**config.mk**
```make
export PLATFORM = sky130hd
export DESIGN_NAME = keypad_wake_unit
export DESIGN_NICKNAME = d
export VERILOG_FILES = /design/src/hdl/kbi_pkg.sv /design/src/hdl/keypad_wake_unit.sv
export VERILOG_INCLUDE_DIRS = /design/src /design/src/hdl
export SDC_FILE = /design/constraint.sdc
export NUM_CORES = 1
export LEC_CHECK = 0
export ABC_AREA = 0
export BUFFER_PORTS_ARGS = -buffer_cell sky130_fd_sc_hd__buf_2
export CORE_ASPECT_RATIO = 1.25
export CORE_MARGIN = 10
export CORE_UTILIZATION = 25
export DETAILED_ROUTE_END_ITERATION = 16
export HOLD_SLACK_MARGIN = 0.05
export PLACE_DENSITY = 0.5
export REMOVE_ABC_BUFFERS = 1
export SLEW_MARGIN = 20
export SYNTH_ARGS = -nofsm -noshare
export SYNTH_HDL_FRONTEND = slang
export SYNTH_SLANG_ARGS = --single-unit
```
**constraint.sdc**
```tcl
create_clock -name mclk -period 5.36 [get_ports mclk]
set_input_delay 1.072 -clock mclk [delete_from_list [all_inputs] [get_ports mclk]]
set_output_delay 1.072 -clock mclk [all_outputs]
set_load 0.05 [all_outputs]
```
**src/hdl/kbi_cfg.svh**
```systemverilog
/*
  Constants for the keypad wake unit: register offsets, field positions,
  reset values and pin masks. Assumes inclusion by bare name.
*/
`ifndef KEYPAD_CFG_SVH
`define KEYPAD_CFG_SVH

// Unit count and pin width of the widest unit
`define KEY_UNITS 2
`define KEY_WIDTH 8

// Which unit pins exist
`define UNIT_A_MASK 8'hFF
`define UNIT_B_MASK 8'h0F
// Polarity bits that exist per unit (pins 7..4)
`define UNIT_A_POL_MASK 4'hF
`define UNIT_B_POL_MASK 4'h0
// Pins 7..4 of a unit, the only ones with selectable polarity
`define UPPER_PINS 8'hF0

// Byte offsets on the register bus
`define OFS_A_SC 6'h00
`define OFS_A_PE 6'h04
`define OFS_B_SC 6'h08
`define OFS_B_PE 6'h0C
`define OFS_PA_VAL 6'h10
`define OFS_PA_DIR 6'h14
`define OFS_PA_PULL 6'h18
`define OFS_PC_VAL 6'h1C
`define OFS_PC_DIR 6'h20
`define OFS_PC_PULL 6'h24

// Status/control field positions
`define SC_FLAG_BIT 3
`define SC_ACK_BIT 2
`define SC_IE_BIT 1
`define SC_MODE_BIT 0
`define SC_POL_LSB 4
`define SC_POL_MSB 7

// Reset values
`define SC_RESET 8'h00
`define PE_RESET 8'h00
`define PORT_RESET 8'h00
`define RDATA_RESET 32'h0000_0000
`define BYTE_ZERO 8'h00
`define UPPER_ZERO 24'h00_0000
`define NIBBLE_ZERO 4'h0

`endif

```
**src/hdl/kbi_pkg.sv**
```systemverilog
/*
  Types for the keypad wake unit: status/control layout, port control
  group, pad control group and power modes. Assumes kbi_cfg.svh.
*/
package keypad_pkg;

  typedef struct packed {
    logic [3:0] edge_polarity_select;
    logic key_event_flag;
    logic key_event_acknowledge;
    logic key_irq_enable;
    logic level_detect_mode;
  } key_sc_t;

  typedef struct packed {
    logic [7:0] value;
    logic [7:0] direction;
    logic [7:0] pull;
  } port_ctl_t;

  typedef struct packed {
    logic [7:0] out;
    logic [7:0] oe_n;
    logic [7:0] pull_up_en;
    logic [7:0] pull_down_en;
  } pad_ctl_t;

  typedef enum logic [4:0] {
    run_mode = 5'h01,
    wait_mode = 5'h02,
    standby_level = 5'h04,
    partial_power_down_level = 5'h08,
    power_down_level = 5'h10
  } power_mode_t;

endpackage

```
**src/hdl/keypad_wake_unit.sv**
```systemverilog
/*
  Keypad wake unit: two pin interrupt units (eight pins on port A, four
  on port C pins 3..0), their port pad control, and an Avalon-MM slave.
  Assumes pins synchronous-ish but resynchronised here; the power
  manager supplies the current power mode and stops mclk in stop levels.
*/
// The placing of the registers and register access over Avalon-MM were decided locally.
`timescale 1ns/100ps
`default_nettype none
`include "kbi_cfg.svh"

module keypad_wake_unit
  import keypad_pkg::*;
(
  // Clock and reset
  input wire logic mclk,
  input wire logic reset_n,
  // Avalon-MM slave
  input wire logic [5:0] address,
  input wire logic read,
  input wire logic write,
  input wire logic [3:0] byteenable,
  input wire logic [31:0] writedata,
  output logic [31:0] readdata,
  output logic waitrequest,
  // Port pins
  input wire logic [7:0] port_a_in,
  input wire logic [7:0] port_c_in,
  output pad_ctl_t port_a_pad,
  output pad_ctl_t port_c_pad,
  // Power mode
  input wire power_mode_t power_mode,
  // Requests
  output logic irq_a,
  output logic irq_b,
  output logic wake_req
);

  // Bus handshake
  logic ack_q;
  logic take;
  logic [31:0] rdata_q;
  logic [31:0] rdata_d;
  logic wr_lane;

  // Per-unit state
  key_sc_t [1:0] sc_q;
  logic [1:0][7:0] pe_q;
  logic [1:0][7:0] mask;
  logic [1:0][3:0] pol_mask;
  logic [1:0][7:0] pins;
  logic [1:0][7:0] pol_full;
  logic [1:0][7:0] sync1_q;
  logic [1:0][7:0] sync2_q;
  logic [1:0][7:0] prev_q;
  logic [1:0][7:0] act_s;
  logic [1:0][7:0] act_raw;
  logic [1:0] sel_sc;
  logic [1:0] sel_pe;
  logic [1:0] irq;

  // Port control
  port_ctl_t pa_q;
  port_ctl_t pc_q;
  logic [7:0] pa_eff_dir;
  logic [7:0] pc_eff_dir;
  logic [7:0] pa_irq_pin;
  logic [7:0] pc_irq_pin;
  logic [7:0] pa_high;
  logic [7:0] pa_read;
  logic [7:0] pc_read;

  // One wait state: the slave answers in the cycle after the request
  assign take = ack_q & (read | write);
  assign waitrequest = (read | write) & ~ack_q;
  assign wr_lane = take & write & byteenable[0];
  assign readdata = rdata_q;

  always_ff @(posedge mclk or negedge reset_n) begin
    if (!reset_n) begin
      ack_q <= 1'b0;
    end else begin
      ack_q <= (read | write) & ~ack_q;
    end
  end

  always_ff @(posedge mclk or negedge reset_n) begin
    if (!reset_n) begin
      rdata_q <= `RDATA_RESET;
    end else if (read & ~ack_q) begin
      rdata_q <= rdata_d;
    end
  end

  // Unit wiring
  assign mask[0] = `UNIT_A_MASK;
  assign mask[1] = `UNIT_B_MASK;
  assign pol_mask[0] = `UNIT_A_POL_MASK;
  assign pol_mask[1] = `UNIT_B_POL_MASK;
  assign pins[0] = port_a_in;
  assign pins[1] = port_c_in & `UNIT_B_MASK;
  assign sel_sc[0] = (address == `OFS_A_SC);
  assign sel_sc[1] = (address == `OFS_B_SC);
  assign sel_pe[0] = (address == `OFS_A_PE);
  assign sel_pe[1] = (address == `OFS_B_PE);

  genvar u;
  generate
    for (u = 0; u < `KEY_UNITS; u++) begin : g_unit
      logic any_now;
      logic edge_evt;
      logic hold;
      logic ack_clr;
      logic flag_d;

      // Pins 3..0 carry a zero polarity bit: always active low
      assign pol_full[u] = {sc_q[u].edge_polarity_select & pol_mask[u],
                            `NIBBLE_ZERO};

      // Asserted level: pin equals its polarity bit
      assign act_raw[u] = ~(pins[u] ^ pol_full[u]) & pe_q[u]
                          & mask[u];
      assign act_s[u] = ~(sync2_q[u] ^ pol_full[u]) & pe_q[u]
                        & mask[u];

      always_ff @(posedge mclk or negedge reset_n) begin
        if (!reset_n) begin
          sync1_q[u] <= `PORT_RESET;
          sync2_q[u] <= `PORT_RESET;
        end else begin
          sync1_q[u] <= pins[u];
          sync2_q[u] <= sync1_q[u];
        end
      end

      // Disabled pins count as deasserted in the previous sample
      always_ff @(posedge mclk or negedge reset_n) begin
        if (!reset_n) begin
          prev_q[u] <= `PORT_RESET;
        end else begin
          prev_q[u] <= act_s[u];
        end
      end

      assign any_now = |act_s[u];
      // Deasserted then asserted across two consecutive mclk samples
      assign edge_evt = sc_q[u].level_detect_mode ?
                        (any_now & ~(|prev_q[u])) :
                        |(act_s[u] & ~prev_q[u]);
      assign hold = sc_q[u].level_detect_mode & any_now;
      assign ack_clr = wr_lane & sel_sc[u] & writedata[`SC_ACK_BIT];
      // Set wins over acknowledge
      assign flag_d = edge_evt | hold
                      | (sc_q[u].key_event_flag & ~ack_clr);

      always_ff @(posedge mclk or negedge reset_n) begin
        if (!reset_n) begin
          sc_q[u].key_event_flag <= 1'b0;
        end else begin
          sc_q[u].key_event_flag <= flag_d;
        end
      end

      // Acknowledge is not stored
      assign sc_q[u].key_event_acknowledge = 1'b0;

      always_ff @(posedge mclk or negedge reset_n) begin
        if (!reset_n) begin
          sc_q[u].edge_polarity_select <= `NIBBLE_ZERO;
          sc_q[u].key_irq_enable <= 1'b0;
          sc_q[u].level_detect_mode <= 1'b0;
        end else if (wr_lane & sel_sc[u]) begin
          sc_q[u].edge_polarity_select <=
            writedata[`SC_POL_MSB:`SC_POL_LSB] & pol_mask[u];
          sc_q[u].key_irq_enable <= writedata[`SC_IE_BIT];
          sc_q[u].level_detect_mode <= writedata[`SC_MODE_BIT];
        end
      end

      always_ff @(posedge mclk or negedge reset_n) begin
        if (!reset_n) begin
          pe_q[u] <= `PE_RESET;
        end else if (wr_lane & sel_pe[u]) begin
          pe_q[u] <= writedata[7:0] & mask[u];
        end
      end

      // Flag stays pollable with the enable off
      assign irq[u] = sc_q[u].key_irq_enable
                      & sc_q[u].key_event_flag;
    end
  endgenerate

  assign irq_a = irq[0];
  assign irq_b = irq[1];

  // Wake-up: clocks are off in the stop levels, so raw pins are used
  always_comb begin
    wake_req = 1'b0;
    unique case (power_mode)
      run_mode: begin
        wake_req = 1'b0;
      end
      wait_mode: begin
        wake_req = |irq;
      end
      standby_level: begin
        wake_req = |act_raw[0] | |act_raw[1];
      end
      partial_power_down_level,
      power_down_level: begin
        // Polarity is ignored here; only low levels wake
        wake_req = |(~port_a_in & pe_q[0])
                   | |(~pins[1] & pe_q[1] & mask[1]);
      end
      default: begin
        wake_req = 1'b0;
      end
    endcase
  end

  // Port registers
  always_ff @(posedge mclk or negedge reset_n) begin
    if (!reset_n) begin
      pa_q <= {`PORT_RESET, `PORT_RESET, `PORT_RESET};
    end else if (wr_lane) begin
      if (address == `OFS_PA_VAL) begin
        pa_q.value <= writedata[7:0];
      end
      if (address == `OFS_PA_DIR) begin
        pa_q.direction <= writedata[7:0];
      end
      if (address == `OFS_PA_PULL) begin
        pa_q.pull <= writedata[7:0];
      end
    end
  end

  always_ff @(posedge mclk or negedge reset_n) begin
    if (!reset_n) begin
      pc_q <= {`PORT_RESET, `PORT_RESET, `PORT_RESET};
    end else if (wr_lane) begin
      if (address == `OFS_PC_VAL) begin
        pc_q.value <= writedata[7:0];
      end
      if (address == `OFS_PC_DIR) begin
        pc_q.direction <= writedata[7:0];
      end
      if (address == `OFS_PC_PULL) begin
        pc_q.pull <= writedata[7:0];
      end
    end
  end

  // Interrupt pins override the direction register
  assign pa_irq_pin = pe_q[0];
  assign pc_irq_pin = pe_q[1] & `UNIT_B_MASK;
  assign pa_eff_dir = pa_q.direction & ~pa_irq_pin;
  assign pc_eff_dir = pc_q.direction & ~pc_irq_pin;
  assign pa_high = pa_irq_pin & pol_full[0] & `UPPER_PINS;

  assign pa_read = (pa_eff_dir & pa_q.value) | (~pa_eff_dir & port_a_in);
  assign pc_read = (pc_eff_dir & pc_q.value) | (~pc_eff_dir & port_c_in);

  // Pull acts on every input, interrupt pins included
  assign port_a_pad.out = pa_q.value;
  assign port_a_pad.oe_n = ~pa_eff_dir;
  assign port_a_pad.pull_up_en = pa_q.pull & ~pa_eff_dir
                                 & ~pa_high;
  assign port_a_pad.pull_down_en = pa_q.pull & ~pa_eff_dir
                                   & pa_high;
  assign port_c_pad.out = pc_q.value;
  assign port_c_pad.oe_n = ~pc_eff_dir;
  // Unit B has no polarity choice, so port C never pulls down
  assign port_c_pad.pull_up_en = pc_q.pull & ~pc_eff_dir;
  assign port_c_pad.pull_down_en = `BYTE_ZERO;

  // Read multiplexer; unmapped addresses read zero
  always_comb begin
    rdata_d = `RDATA_RESET;
    unique case (address)
      `OFS_A_SC: rdata_d = {`UPPER_ZERO, sc_q[0]};
      `OFS_A_PE: rdata_d = {`UPPER_ZERO, pe_q[0]};
      `OFS_B_SC: rdata_d = {`UPPER_ZERO, sc_q[1]};
      `OFS_B_PE: rdata_d = {`UPPER_ZERO, pe_q[1]};
      `OFS_PA_VAL: rdata_d = {`UPPER_ZERO, pa_read};
      `OFS_PA_DIR: rdata_d = {`UPPER_ZERO, pa_q.direction};
      `OFS_PA_PULL: rdata_d = {`UPPER_ZERO, pa_q.pull};
      `OFS_PC_VAL: rdata_d = {`UPPER_ZERO, pc_read};
      `OFS_PC_DIR: rdata_d = {`UPPER_ZERO, pc_q.direction};
      `OFS_PC_PULL: rdata_d = {`UPPER_ZERO, pc_q.pull};
      default: rdata_d = `RDATA_RESET;
    endcase
  end

endmodule // keypad_wake_unit

`default_nettype wire

```
-- Yosys cells after proc, flatten, opt, wreduce, memory -nomap -nowiden
Cells that the tools add are included.
- eq/ne operators: 13
- multiplexer cells: 4
- bitwise gates (word level): 65
- reduce and logical (&&, ||, !) cells: 18
- operators with widths (cell ; count):
    $and 8x8->8 ; 15
    $pmux 8 s10 ; 1
    $not 8->8 ; 8
    $reduce_or 8->1 ; 6
    $eq 6x5->1 const B ; 4
    $and 1x1->1 ; 19
    $not 4->8 ; 2
    $or 8x8->8 ; 2
    $xor 8x8->8 ; 2
    $eq 6x4->1 const B ; 2
    $eq 6x6->1 const B ; 2
    $reduce_and 2->1 ; 6
    $reduce_or 4->1 ; 3
    $and 4x4->4 ; 2
    $and 4x8->8 ; 1
    $not 4->4 ; 2
    $or 1x1->1 ; 7
    $eq 6x3->1 const B ; 1
    $logic_not 6->1 ; 1
    $eq 5x2->1 const B ; 1
    $eq 5x3->1 const B ; 1
    $eq 5x4->1 const B ; 1
    $eq 5x5->1 const B ; 1
    $not 1->1 ; 5
    3 further kinds ; 5
- bits in registers: 139
- input bits: 67
- output and inout bits: 100

-- Longest topological paths before layout
- depth after elaboration: 9
- mapped depth: 7
- depth with buffers taken out: 5

-- Worst setup path after synthesis
No wires, ideal clock.
- kind: input-to-output
- from: input power_mode[3]
- to: output wake_req
- data arrival time: 2.494 ns
- slack: 1.794 ns
- stages on the path: 5
- buffers on the path: 0
- path through: xor2_1 nand3b_1 or4_1 a2111oi_2 o22ai_1
- cells in the longest elaborated chain, start to end: 3
- elaborated cells between the ends (all ways): 6
- RTL lines (element ; RTL line ; text):
    from (decl) ; keypad_wake_unit.sv:32 ; input wire power_mode_t power_mode,
    $eq 5x4->1 / $eq 5x5->1 (equally long branches) ; keypad_wake_unit.sv:200 ; unique case (power_mode)
    $reduce_or 2->1 ; keypad_wake_unit.sv:200 ;
    $pmux 1 s3 * ; keypad_wake_unit.sv:200 ;
    to (decl) ; keypad_wake_unit.sv:36 ; output logic wake_req
Every way passes the cells marked *; elsewhere a longest branch is shown, timed or not.

-- Worst setup path after layout
Ends and elaborated chain as after synthesis.

==> metrics.md <==
| Metric | Value |
|---|---|
| CTS clk-pin slew, worst paths | 0.05 ns |
| Post-synth top cells | dfrtp_1 (115), mux2_2 (60), buf_4 (54), nand2_1 (46), inv_1 (28) |
| Warnings, synthesis | 0 |
| Startpoint type of the worst setup path | input pin |
| Drt drc | 0 |
| Min cycle time layout | 3.981 ns |
| Post-Syn Instances | 536 |
| Final worst-path cycle share | 74.28% |
| DR WL met3 | 1.316 mm |
| Number of vias per cell | 4.679 |
| DR WL met2 | 9.312 mm |
| Unrepaired setup endpoints after global routing | no |
| DR iter-0 viols | 251 |
| Detailed Place HPWL | 14.66 mm |
| R2R Path Start | ack_q$_DFF_PN0_ |
| Setup TNS | 0 ns |
| Final Slew Violations | 0 |
| Row Count | 62 |
| Synth Flop Type | dfrtp_1 |
| Final nets | 692 |
| Seq/Total Area, Yosys | 49.24% |
| H-tree levels | 4 |
| Post-CTS Hold Buffers | 0 |
| CTS Buf Count | 17 |
| Max FO, Critical Path | 4 |
| Peak supply drop | 0.2268 mV |
| Chip height | 190.9 µm |
| Hold Path Cell Cnt | 0 |
| Leak | 3.389 nW |
| Clk buf depth | 2 |
| CP peak stage delay | 0.62 ns |
| Clock sink count | 115 |
| Worst clock skew | 0.008471 ns |
| Reg2Reg Setup Slack | 3.44 ns |
| Initial Util | 25.37% |
| I/O Buffers | 103 |
| Area Overhead vs Synth | 20.85% |
| Final ANT Viol Nets | 0 |
| Die area | 29,930 µm² |
| PD cells | 358.4 nW/µm² |
| Hold Path Class | reg2reg |
| Worst reg2reg endpoint | pa_q[4]$_DFFE_PN0P_ |
| Largest net degree at the start of global routing | 72 |
| Share of layout cells above drive strength 1 | 33.07% |
| Maximum clock rate | 251.2 MHz |
| DR WL/cell | 20.59 µm |
| Hold path endpoint | sync2_q[2]$_DFF_PN0_ |
| Initial antenna violation count | 2 |
| Post-CTS Setup Bufs | 0 |
| Critical path's slowest cell | or4_1 |
| Core Area | 23,040 µm² |
| Grt total ovfl | 0 |
| Crit path DAT | 2.91 ns |
| WS Path Type | in2out |
| Post-synthesis register bit count | 115 |
| Drt pass-1 iters | 5 |
| Maxcap violations | 0 |
| Fillcell total | 2,366 |
| Synth unique cells | 60 |
| GR Util All Layers | 12.72% |
| Worst-Margin Slew | 0.9138 ns |
| Metal-1 WL | 8.120 mm |
| Chip Width | 156.8 µm |
| Worst Path Buf+Inv | 2 |
| Slew headroom | 39.08% |
| Crit-path cells | buf_2 -> xor2_1 -> nand3b_1 -> or4_1 -> a2111oi_2 -> o22ai_1 -> buf_2 |
| Top routing layer in use | met4 |
| Worst Path Required | 4.29 ns |
| Count leader, synth | dfrtp_1 |
| Top-area cell type share of the netlist area | 49.24% |
| Vias in the first global route | 4,571 |
| FFs w/ async S/R, synth | 100.0% |
| Final setup vio count | 0 |
| Hold Crit Start | sync1_q[2]$_DFF_PN0_ |
| Core Util, Final | 30.66% |
| Mapped Area | 5844 µm² |
| Fin. Hold Viols | 0 |
| Final wirelength | 19.11 mm |
| Most used cell, CP | buf_2 |
| Number of synthesized flops with an enable pin | 0 |
| CP Capture Type | primary output |
| Gpl congestion | 0.8032 |
| Area leader, netlist | dfrtp_1 |
| Worst skew pair latency | 0.42 ns |
| Cell family with the largest share of critical-path delay | simple AND/OR/NAND/NOR gates |
| Top cells by area in the synthesized netlist | dfrtp_1 (49%), mux2_2 (12%), buf_4 (6.9%), nand2_1 (3.0%), o21ai_0 (2.2%) |
| Avg Inst Size Synth | 10.90 µm² |
| Crit path setup slack, layout | 1.379 ns |
| CTS tree | yes |
| PostCTS Resize Cnt | 0 |
| Pre-CTS setup slack | 1.330 ns |
| Status | complete, no violations |
| Reg2reg path depth | 3 |
| I/O pins | 167 |
| DR vias | 4,342 |
| First-pass GRT wire length | 28.37 mm |
| Root Driver | clkbuf_16 |
sequential cells by signal, indices dropped and copies added (netlist names), 4 cells and up:
signal	count
pol_full	4
sync1_q	12
sc_q	6
pc_q	16
prev_q	12
pa_irq_pin	8
pa_q	16
sync2_q	12
port_c_pad	8
pc_irq_pin	4
port_a_pad	8
readdata	8
stage by stage:
stage,hold slack [ns],cells,cell area [µm²],power (mW)
3_5_place_dp,0.3347,894,6387,1.274
6_report,0.3457,928,7063,2.532
4_1_cts,0.3465,926,7058,2.559
5_1_grt,0.3498,927,7061,2.620
2_1_floorplan,0.3312,501,5488,1.153
3_3_place_gp,0.3322,894,6387,1.272
worst max-delay path by stage:
| stage | start | end | slack [ns] | depth (start not counted) |
|---|---|---|---|---|
| floorplan | power_mode[3] | wake_req | 1.79 | 5 |
| global placement | power_mode[3] | wake_req | 1.33 | 7 |
| detailed placement | power_mode[3] | wake_req | 1.33 | 7 |
| CTS | power_mode[3] | wake_req | 1.32 | 7 |
| global route | power_mode[3] | wake_req | 1.26 | 7 |
| finish | power_mode[3] | wake_req | 1.38 | 7 |
logic make-up (layout without fill, tap and decap cells):
kind of cell | count (synthesis) | after routing | share of synthesized area, %
AOI/OAI and AO/OA | 89 | 89 | 10.43
xor gates and xnor gates | 10 | 10 | 1.499
buffers and inverters | 98 | 165 | 10.15
DFF | 115 | 115 | 49.24
muxes | 70 | 70 | 13.36
other | 1 | 38 | 0.06416
and+or+nand+nor | 153 | 153 | 15.26
where the power goes:
part / internal, mW / switching, mW / leakage [nW]
registers: 0.909 / 0.0351 / 1.50
clock network: 0.884 / 0.390 / 0.329
logic: 0.0757 / 0.239 / 1.56
total: 1.87 / 0.664 / 3.39
cell usage in the layout (no fill, tap or decap), types with 11 or more instances in the layout:
cell	count
buf_2	102
inv_1	28
nor2b_1	17
conb_1	36
mux2_2	60
nand2_1	46
o21ai_0	26
clkbuf_16	17
nor2_1	12
o22ai_1	11
dfrtp_1	115
and2_1	16
area by class of cell:
type	instances	area (µm²)	area share, %
antenna	2	5.005	0.07086
clock buffer	23	498.0	7.050
clock inverter	9	172.7	2.445
inverter	28	105.1	1.488
multi-input combinational	358	2511	35.55
sequential	115	2878	40.74
tap	288	360.3	5.102
timing repair buffer	105	533.0	7.547
layer usage:
layer	up-vias	track usage, %
met5	-	0
li1	2001	-
met1	2163	15.43
met2	152	21.04
met4	0	3.855
met3	26	4.048
(Power assumes the default switching activity.)
